## src/inc/qhbc_pkg.sv

```systemverilog
package qhbc_pkg;

   // channel count and timing
   localparam int QHBC_CH       = 4;
   localparam int QHBC_CLK_NS   = 10;
   localparam int QHBC_DGL_NS   = 5000;
   localparam int QHBC_WAKE_NS  = 1000000;
   localparam int QHBC_DGL_W    = 9;
   localparam int QHBC_WAKE_W   = 17;
   // least time: deglitch rounds up, wake divides down
   localparam logic [QHBC_DGL_W-1:0]  QHBC_DGL_CYC  =
      QHBC_DGL_W'((QHBC_DGL_NS + QHBC_CLK_NS - 1) / QHBC_CLK_NS);
   localparam logic [QHBC_WAKE_W-1:0] QHBC_WAKE_CYC =
      QHBC_WAKE_W'(QHBC_WAKE_NS / QHBC_CLK_NS);

   // register byte addresses
   localparam logic [7:0] QHBC_ADR_STATUS = 8'h00;
   localparam logic [7:0] QHBC_ADR_MASK   = 8'h04;
   localparam logic [7:0] QHBC_ADR_STATE  = 8'h08;
   localparam logic [7:0] QHBC_ADR_CTRL   = 8'h0C;

   // event bits of status and mask
   localparam int QHBC_EV_OCP    = 0;
   localparam int QHBC_EV_THERM  = 4;
   localparam int QHBC_EV_SUPPLY = 5;
   localparam int QHBC_EV_W      = 6;
   localparam logic [QHBC_EV_W-1:0] QHBC_EV_NONE = 6'h00;

   typedef struct packed {
      logic [QHBC_CH-1:0] phase_input;
      logic [QHBC_CH-1:0] drive_enable_input;
      logic [QHBC_CH-1:0] hs_limit;
      logic [QHBC_CH-1:0] ls_limit;
   } qhbc_bridge_in_t;

   typedef struct packed {
      logic [QHBC_CH-1:0] high_side_on;
      logic [QHBC_CH-1:0] low_side_on;
   } qhbc_gate_t;

   typedef struct packed {
      logic        psel;
      logic        penable;
      logic        pwrite;
      logic [7:0]  paddr;
      logic [31:0] pwdata;
   } qhbc_apb_req_t;

   typedef struct packed {
      logic        pready;
      logic        pslverr;
      logic [31:0] prdata;
   } qhbc_apb_rsp_t;

   typedef struct packed {
      qhbc_gate_t             gate;
      logic [QHBC_CH-1:0]     ocp_latched;
      logic                   flag_oe;
      logic                   pump_run;
      logic                   therm_seen;
      logic                   supply_seen;
      logic [QHBC_CH-1:0]     inhibit;
      logic [QHBC_WAKE_W-1:0] wake_cnt;
      logic                   awake;
      qhbc_apb_rsp_t          rsp;
   } qhbc_core_t;

   typedef struct packed {
      logic [QHBC_DGL_W-1:0] cnt;
      logic                  trip;
   } qhbc_dgl_t;

   typedef struct packed {
      logic [QHBC_EV_W-1:0] status;
      logic [QHBC_EV_W-1:0] mask;
      logic                 irq;
   } qhbc_irq_t;

   localparam qhbc_core_t QHBC_CORE_RST = '{flag_oe: 1'b1, default: '0};
   localparam qhbc_dgl_t  QHBC_DGL_RST  = '0;
   localparam qhbc_irq_t  QHBC_IRQ_RST  = '0;

endpackage

```

## src/rtl/qhbc_deglitch.sv

```systemverilog
`timescale 1ns/100ps
module qhbc_deglitch #(
   parameter logic [qhbc_pkg::QHBC_DGL_W-1:0] CYC = qhbc_pkg::QHBC_DGL_CYC
) (
   // clock and reset
   input  logic clk,
   input  logic sys_rst,
   // limit in, trip out
   input  logic clear,
   input  logic level,
   output logic trip
);
   import qhbc_pkg::*;

   qhbc_dgl_t st;
   qhbc_dgl_t next_st;

   always_comb begin
      next_st = st;
      if (clear || !level) begin
         next_st.cnt  = '0;
         next_st.trip = 1'b0;
      end else if (st.cnt == CYC - 1'b1) begin
         // counter parks here, trip holds while the limit stays
         next_st.trip = 1'b1;
      end else begin
         next_st.cnt  = st.cnt + 1'b1;
         next_st.trip = 1'b0;
      end
   end

   always_ff @(posedge clk) begin
      if (sys_rst) begin
         st <= QHBC_DGL_RST;
      end else begin
         st <= next_st;
      end
   end

   assign trip = st.trip;
endmodule

```

## src/rtl/qhbc_irq.sv

```systemverilog
`timescale 1ns/100ps
module qhbc_irq (
   // clock and reset
   input  logic                           clk,
   input  logic                           sys_rst,
   // events and software access
   input  logic [qhbc_pkg::QHBC_EV_W-1:0] ev_set,
   input  logic [qhbc_pkg::QHBC_EV_W-1:0] w1c,
   input  logic                           mask_we,
   input  logic [qhbc_pkg::QHBC_EV_W-1:0] mask_wdata,
   // state out
   output logic [qhbc_pkg::QHBC_EV_W-1:0] status,
   output logic [qhbc_pkg::QHBC_EV_W-1:0] mask,
   output logic                           irq
);
   import qhbc_pkg::*;

   qhbc_irq_t st;
   qhbc_irq_t next_st;

   always_comb begin
      next_st = st;
      // a new event beats a clear in the same cycle
      next_st.status = (st.status & ~w1c) | ev_set;
      if (mask_we) begin
         next_st.mask = mask_wdata;
      end
      next_st.irq = |(next_st.status & next_st.mask);
   end

   always_ff @(posedge clk) begin
      if (sys_rst) begin
         st <= QHBC_IRQ_RST;
      end else begin
         st <= next_st;
      end
   end

   assign status = st.status;
   assign mask   = st.mask;
   assign irq    = st.irq;
endmodule

```

## src/rtl/qhbc_core.sv

```systemverilog
`timescale 1ns/100ps
// Function
// - enable low puts output in high impedance
// - enabled output follows phase input level
// - fast decay floats, slow decay shorts winding
// - lasting overcurrent disables channel, asserts fault
// - overcurrent latch held until clear or power
// - either transistor side can trip overcurrent
// - thermal trip disables all, resumes when cool
// - supply low disables, resets logic, flags fault
// - logic clear low resets and disables all
// - sleep stops bridges, pump, clocks, inputs
// - overcurrent deglitch lasts about 5 microseconds
module qhbc_core #(
   parameter logic [qhbc_pkg::QHBC_DGL_W-1:0]  DGL_CYC  = qhbc_pkg::QHBC_DGL_CYC,
   parameter logic [qhbc_pkg::QHBC_WAKE_W-1:0] WAKE_CYC = qhbc_pkg::QHBC_WAKE_CYC
) (
   // clock and reset
   input  logic                      clk,
   input  logic                      sys_rst,
   // controller pins
   input  qhbc_pkg::qhbc_bridge_in_t bridge_in,
   input  logic                      logic_clear_n,
   input  logic                      low_power_request_n,
   // protection sensors
   input  logic                      thermal_trip,
   input  logic                      supply_low_lockout,
   // half-bridge gate drive
   output qhbc_pkg::qhbc_gate_t      half_bridge_output,
   // open-drain fault pin
   output logic                      trouble_indicator_n_o,
   output logic                      trouble_indicator_n_oe,
   // power control
   output logic                      charge_pump_run,
   output logic                      clocks_run,
   // register bus
   input  qhbc_pkg::qhbc_apb_req_t   apb_req,
   output qhbc_pkg::qhbc_apb_rsp_t   apb_rsp,
   // interrupt
   output logic                      irq
);
   import qhbc_pkg::*;

   qhbc_core_t           st;
   qhbc_core_t           next_st;
   logic [QHBC_CH-1:0]   limit_any;
   logic [QHBC_CH-1:0]   overcurrent_trip;
   logic [QHBC_CH-1:0]   chan_on;
   logic                 hold_clear;
   logic                 asleep;
   logic                 run;
   logic                 fault_now;
   logic                 setup;
   logic                 access_done;
   logic                 wr_en;
   logic                 mask_we;
   logic [QHBC_EV_W-1:0] ev_set;
   logic [QHBC_EV_W-1:0] w1c;
   logic [QHBC_EV_W-1:0] status;
   logic [QHBC_EV_W-1:0] mask;

   assign limit_any = bridge_in.hs_limit | bridge_in.ls_limit;

   assign hold_clear = !logic_clear_n || supply_low_lockout;
   assign asleep     = !low_power_request_n;

   assign run = logic_clear_n && low_power_request_n && !thermal_trip &&
                !supply_low_lockout && st.awake;

   genvar g;
   generate
      for (g = 0; g < QHBC_CH; g++) begin : g_chan
         qhbc_deglitch #(
            .CYC(DGL_CYC)
         ) u_dgl (
            .clk    (clk),
            .sys_rst(sys_rst),
            .clear  (hold_clear || asleep),
            .level  (limit_any[g]),
            .trip   (overcurrent_trip[g])
         );
      end
   endgenerate

   // APB handshake: one wait-free access phase
   assign setup       = apb_req.psel && !apb_req.penable;
   assign access_done = apb_req.psel && apb_req.penable && st.rsp.pready;
   assign wr_en       = access_done && apb_req.pwrite;
   assign mask_we     = wr_en && apb_req.paddr == QHBC_ADR_MASK;
   assign w1c         = (wr_en && apb_req.paddr == QHBC_ADR_STATUS) ?
                        apb_req.pwdata[QHBC_EV_W-1:0] : QHBC_EV_NONE;

   always_comb begin
      next_st = st;
      if (hold_clear) begin
         next_st.ocp_latched = '0;
      end else begin
         next_st.ocp_latched = st.ocp_latched | overcurrent_trip;
      end

      if (asleep) begin
         next_st.wake_cnt = '0;
         next_st.awake    = 1'b0;
      end else if (!st.awake) begin
         if (st.wake_cnt == WAKE_CYC - 1'b1) begin
            next_st.awake = 1'b1;
         end else begin
            next_st.wake_cnt = st.wake_cnt + 1'b1;
         end
      end

      chan_on = {QHBC_CH{run}} & bridge_in.drive_enable_input &
                ~next_st.ocp_latched & ~st.inhibit;
      next_st.gate.high_side_on = chan_on & bridge_in.phase_input;
      next_st.gate.low_side_on  = chan_on & ~bridge_in.phase_input;

      fault_now       = |next_st.ocp_latched || thermal_trip || supply_low_lockout;
      next_st.flag_oe = !fault_now;

      next_st.pump_run = low_power_request_n;

      // events: new latch, thermal rise, supply-low rise
      ev_set = QHBC_EV_NONE;
      ev_set[QHBC_EV_OCP +: QHBC_CH] = next_st.ocp_latched & ~st.ocp_latched;
      ev_set[QHBC_EV_THERM]  = thermal_trip && !st.therm_seen;
      ev_set[QHBC_EV_SUPPLY] = supply_low_lockout && !st.supply_seen;
      next_st.therm_seen  = thermal_trip;
      next_st.supply_seen = supply_low_lockout;

      // register bus answer, loaded in the setup cycle
      next_st.rsp.pready = setup;
      if (setup) begin
         next_st.rsp.pslverr = 1'b0;
         case (apb_req.paddr)
            QHBC_ADR_STATUS: begin
               next_st.rsp.prdata = 32'(status);
            end
            QHBC_ADR_MASK: begin
               next_st.rsp.prdata = 32'(mask);
            end
            QHBC_ADR_STATE: begin
               next_st.rsp.prdata = 32'({!st.flag_oe, st.awake, asleep, supply_low_lockout,
                                         thermal_trip, st.ocp_latched});
            end
            QHBC_ADR_CTRL: begin
               next_st.rsp.prdata = 32'(st.inhibit);
            end
            default: begin
               next_st.rsp.prdata  = 32'h0000_0000;
               next_st.rsp.pslverr = 1'b1;
            end
         endcase
      end
      if (wr_en && apb_req.paddr == QHBC_ADR_CTRL) begin
         next_st.inhibit = apb_req.pwdata[QHBC_CH-1:0];
      end
   end

   always_ff @(posedge clk) begin
      if (sys_rst) begin
         st <= QHBC_CORE_RST;
      end else begin
         st <= next_st;
      end
   end

   qhbc_irq u_irq (
      .clk       (clk),
      .sys_rst   (sys_rst),
      .ev_set    (ev_set),
      .w1c       (w1c),
      .mask_we   (mask_we),
      .mask_wdata(apb_req.pwdata[QHBC_EV_W-1:0]),
      .status    (status),
      .mask      (mask),
      .irq       (irq)
   );

   assign half_bridge_output    = st.gate;
   // open drain: level and enable share one flop, low drives
   assign trouble_indicator_n_o  = st.flag_oe;
   assign trouble_indicator_n_oe = st.flag_oe;
   assign charge_pump_run        = st.pump_run;
   assign clocks_run             = st.pump_run;
   assign apb_rsp                = st.rsp;

   // helper: consecutive limit cycles on channel 2
   logic [QHBC_DGL_W:0] lim_run2;
   always_ff @(posedge clk) begin
      if (sys_rst || !limit_any[2] || hold_clear || asleep) begin
         lim_run2 <= '0;
      end else if (lim_run2 != '1) begin
         lim_run2 <= lim_run2 + 1'b1;
      end
   end

   // per channel checks, one copy for each half bridge
   generate
      for (g = 0; g < QHBC_CH; g++) begin : g_chk

      end
   endgenerate
endmodule

```

## config.mk

```make
export PLATFORM = sky130hd
export DESIGN_NAME = qhbc_core
export DESIGN_NICKNAME = d
export VERILOG_FILES = /design/src/inc/qhbc_pkg.sv /design/src/rtl/qhbc_deglitch.sv /design/src/rtl/qhbc_irq.sv /design/src/rtl/qhbc_core.sv
export SDC_FILE = /design/constraint.sdc
export NUM_CORES = 1
export LEC_CHECK = 0
export BUFFER_PORTS_ARGS = -buffer_cell sky130_fd_sc_hd__buf_2
export CAP_MARGIN = 10
export CORE_UTILIZATION = 50
export CTS_CLUSTER_SIZE = 24
export DETAILED_ROUTE_END_ITERATION = 10
export GPL_TIMING_DRIVEN = 0
export PLACE_DENSITY_LB_ADDON = 0.12
export SLEW_MARGIN = 40
export SYNTH_ARGS = -nofsm -noshare
export SYNTH_HDL_FRONTEND = slang
export SYNTH_HIERARCHICAL = 1
export SYNTH_SLANG_ARGS = --single-unit
```

## constraint.sdc

```tcl
create_clock -name clk -period 2.55 [get_ports clk]
set_input_delay 0.1275 -clock clk [delete_from_list [all_inputs] [get_ports clk]]
set_output_delay 0.1275 -clock clk [all_outputs]
set_load 0.01 [all_outputs]
```

Word level (Yosys, flattened, before mapping)
Index checks and enable logic that the tools add are counted.
- equality and inequality tests: 8
- $add $sub $neg: 5
- reduce and logical (&&, ||, !) cells: 44
- bitwise gates (word level): 19
- multiplexer cells: 11
- operator list (cell ; count):
    $add A9 B1 Y9 const B ; 4
    $eq A9 B9 Y1 const B ; 4
    $pmux W9 S4 ; 1
    $and A4 B4 Y4 ; 6
    $add A17 B1 Y17 const B ; 1
    $eq A17 B17 Y1 const B ; 1
    $eq A8 B4 Y1 const B ; 2
    $not A4 Y4 ; 4
    $logic_and A1 B1 Y1 ; 13
    $logic_not A1 Y1 ; 13
    $and A6 B6 Y6 ; 2
    $mux W6 ; 2
    $reduce_or A2 Y1 ; 5
    $eq A8 B3 Y1 const B ; 1
    $logic_not A8 Y1 ; 1
    $logic_or A1 B1 Y1 ; 8
    $or A4 B4 Y4 ; 2
    $reduce_or A4 Y1 ; 2
    $mux W1 ; 7
    $not A6 Y6 ; 1
    $or A6 B6 Y6 ; 1
    $reduce_or A6 Y1 ; 1
    $mux W4 ; 1
    $not A1 Y1 ; 3
    $reduce_and A2 Y1 ; 1
- register bits: 125
- word-level logic and storage cells: 111
- input bits: 65

Depth between registers and ports, before layout
- depth in word-level cells: 10
- mapped depth: 8
- gate-level depth less buffers: 8

Cells and area by module
The synthesis kept the hierarchy.
- by module, submodules not included (module ; area each (um^2) ; times used ; cells each ; sequential area each (um^2)):
    qhbc_core ; 2523.7 ; 1 ; 282 ; 980.9
    qhbc_deglitch ; 465.4 ; 4 ; 52 ; 200.2
    qhbc_irq ; 467.9 ; 1 ; 50 ; 260.2

Least setup slack after synthesis
OpenSTA, ideal clock, no wires.
- path type: input to register
- start point: in apb_req[37] in the netlist's numbering
- end point: reg u_irq.st, in the netlist u_irq/irq
- data arrival time: 2114 ps
- stages on the path: 7
- required time: 2430 ps
- path slack: 316 ps
- buffers on the path: 1
- setup time: 120 ps
- path through: or4_4 or2_2 nor4b_1 buf_6 mux2i_1 o22ai_1 o31a_1
- elaborated cells on any way between the ends: 11
- RTL lines (element ; RTL line ; RTL):
    start: declaration ; qhbc_core.sv:37 ; input qhbc_pkg::qhbc_apb_req_t apb_req,
    $eq A8 B3 Y1 ; qhbc_core.sv:89 ; assign mask_we = wr_en && apb_req.paddr == QHBC_ADR_MASK;
    $logic_and A1 B1 Y1 ; qhbc_core.sv:89 ;
    via mask_we ; qhbc_core.sv:56 ; logic mask_we;
    $mux W6 ; qhbc_irq.sv:25 ; if (mask_we) begin
    $and A6 B6 Y6 ; qhbc_irq.sv:28 ; next_st.irq = |(next_st.status & next_st.mask);
    $reduce_or A6 Y1 ; qhbc_irq.sv:28 ;
    end signal: assignment ; qhbc_irq.sv:35 ; st <= next_st;
    end: declaration ; qhbc_irq.sv:18 ; qhbc_irq_t st;
The timed path passes the listed nets, and every way through them passes these cells.
A chain may end at the register's enable or synchronous reset.

Worst setup path in the final report
Same ends and word-level chain as after synthesis.

==> qor.yml <==
path_clk_slew_ns: 0.10
synth_common_cells: "102 x dfxtp_1, 50 x nor2_1, 44 x buf_4"
synthTopCellsByArea: "dfxtp_1 42%, buf_4 6.8%, a21oi_1 4.0%, nor2_1 3.9%, o21ai_0 3.6%"
crit_fanout: 6
r2r_start: "apb_rsp[33]"
synth-xor-area-share_pct: 2.346
max_slew_margin_pct: 47.93
drive_gt1_share_pct: 23.91
fmax_mhz: 460.7
routedWlPerCell_um: 12.85
finalSetupTns_ns: 0
setup.worst_path.start: "apb_req[37]"
antennaDiodeCount: 0
wl_met3_um: 455
nets: 713
die_area_mm2: 0.01011
place_hpwl_um: 7389
clkSinkCount: 102
synth.cell_area_mm2: 0.004853
portBuffers: 62
finalHoldViolCount: 0
rsz0062_at_grt: "false"
min_from: "bridge_in[10]"
first_iter_violations: 110
r2r_end: "u_irq/irq"
worst_pin_slew_ns: 0.7750
ys_ff_latch: 102
maxCapViolations: 0
cp-start-kind: "input pin"
synth_cell_type_count: 54
first_pass_iters: 4
post-place-ws_ns: 0.04325
yosys_warnings: 6
ys.flop_type: "dfxtp_1"
cts_tree: "yes"
cp_slowest_stage_delay_ns: 0.57
die-height_um: 100.5
grt-ovfl-total: 0
grt_pass1_vias: 3678
grt_max_degree: 18
drt-vias-per-instance: 5.235
critical-path-slowest-cell: "or4_4"
ys_seq_area_share_pct: 42.07
wirelength_um: 9934
wl_met1_um: 4692
muxShareOfSynthArea_pct: 4.331
irDropWorstVdd_uv: 300.8
core_area_mm2: 0.009328
r2r_slack_ns: 0.51
p_per_area_mw_per_mm2: 516.5
globalplace.congestion: 0.7776
min_to: "half_bridge_output[6]"
highest_layer: "met4"
clock_latency_ns: 0.36
setup_viol: 0
postRouteAntennaNets: 0
fin_crit_ns: 2.171
synth_edf_count: 0
netlist.top_cell.by_area: "dfxtp_1"
leakage_nw: 2.215
synthSimpleGateAreaFrac_pct: 26.99
drc: 0
crit_type: "in2reg"
synth_compound_area_share_pct: 12.06
crit_arrival_ns: 2.43
hold-path-cell-count: 3
crit_chain: "buf_2, or4_4, or2_2, nor4b_1, buf_6, mux2i_1, o22ai_1, o31a_1"
postSynthCellCount: 540
fin_worst_skew_ns: 0.009694
async_flop_share_pct: 0
grt_usage_pct: 20.45
reg2reg_depth: 6
area_growth_pct: 16.96
outcome: "finished, final reports clean"
wl_met2_um: 4683
hold_path.class: "in2reg"
io_pins: 112
core.rowCount: 35
syn_avg_cell_area_um2: 8.988
post_cts_resized: 0
cts_inserted_buffers: 9
antenna_found_initial: 0
drv_slew: 0
synth_top_area_share_pct: 42.07
cts_root_buf: "clkbuf_8"
die-width_um: 100.5
period_share_pct: 85.13
worst_slack_ns: 0.3793
synth.most_common_cell: "dfxtp_1"
synth_fa_ha_area_share_pct: 2.320
grt_pass1_wl_um: 16390
crit_path_end_kind: "register"
h-tree-depth: 3
synth_top_family_by_area: "simple AND/OR/NAND/NOR gates"
ctsLongestPathBuffers: 2
start_util_pct: 52.03
via_count: 4047
required_ns: 2.81
-- placed cells by master, fill, tap and decap left out, types with 6 or more instances in the layout --
cell type  count
buf_4         44
clkbuf_1       9
a22oi_1        6
o21ai_0       35
inv_1         19
or3_1         21
nand4_1       14
and2_1         7
conb_1        23
or2_2          7
buf_2         67
clkbuf_8      10
xor2_1        12
nor3_1        20
nor2_1        50
and4_1         7
nand2_1       13
dfxtp_1      102
nor2b_1        9
ha_1           9
mux2i_1       12
a21oi_1       39
nand3_1       27
-- cell families (layout without fill, tap and decap cells) --
kind of cell | after synthesis | in the layout
other | 1 | 23
adder cells (fa/ha/maj) | 9 | 9
multiplexers | 16 | 16
AO/OA/AOI/OAI | 102 | 102
buffers and inverters | 79 | 161
XOR/XNOR | 13 | 13
AND/OR/NAND/NOR | 218 | 218
flip-flops | 102 | 102
-- worst max-delay path by stage --
stage	to	slack (ns)	cells past startpoint
finish	u_irq/irq	0.38	8
global route	u_irq/irq	0.28	8
CTS	u_irq/irq	0.44	8
detailed placement	u_irq/irq	0.04	8
global placement	u_irq/irq	0.06	8
floorplan	u_irq/irq	0.32	7
-- repair_timing --
action | CTS | global route
hold buffers | 4 | 0
setup buffers | 0 | 0
endpoints found under the hold margin | 8 | 0
-- through the flow --
| step | utilization, % | hold WS, ns | power, mW | std cells | instance area [um2] |
|---|---|---|---|---|---|
| after floorplan | - | 0.1991 | 1.754 | 562 | 4936 |
| after global placement | 57.97 | 0.2974 | 1.812 | 753 | 5408 |
| after detailed placement | 57.97 | 0.3042 | 1.815 | 753 | 5408 |
| after CTS | 60.86 | 0.008801 | 2.969 | 773 | 5677 |
| after global routing | 60.86 | 0.01770 | 3.046 | 773 | 5677 |
| final | 60.86 | 0.02944 | 2.932 | 773 | 5677 |
-- flip-flops by register name, summed over array words and instances, names as in the netlist --
register               flops
apb_rsp                   11
g_chan.u_dgl/st           36
g_chan.u_dgl/trip          4
u_irq/irq                  1
u_irq/mask                 6
charge_pump_run            1
u_irq/status               6
st                        28
half_bridge_output         8
trouble_indicator_n_o      1
-- where the power goes --
| group | total (mW) | leakage, nW | switching [mW] | internal (mW) |
|---|---|---|---|---|
| combinational | 0.173 | 1.27 | 0.0904 | 0.0828 |
| clock | 1.15 | 0.118 | 0.559 | 0.589 |
| sequential | 1.61 | 0.824 | 0.00809 | 1.60 |
| total | 2.93 | 2.22 | 0.658 | 2.27 |
-- routing by layer --
| layer | up-vias | track usage, % |
|---|---|---|
| met5 | - | 0 |
| met4 | 0 | 6.355 |
| met3 | 11 | 5.409 |
| met2 | 98 | 34.72 |
| met1 | 1877 | 25.35 |
| li1 | 2061 | - |
-- critical path, delay by kind of cell --
kind            cells  cell delay [ns]
mux                 1             0.29
compound gates      2             0.45
simple gates        3             1.27
buf+inv             2             0.29
-- layout make-up --
type / instances / area, um2
plain buffers: 60 / 404.1
clock buffers: 10 / 137.6
flip-flops and latches: 102 / 2042
inverters: 19 / 71.32
repair buffers: 66 / 350.3
multi-input cells: 381 / 2419
clock inverters: 6 / 91.34
well taps: 129 / 161.4
fillers: 862 / 3651
Power figures use the tool's default switching activity.
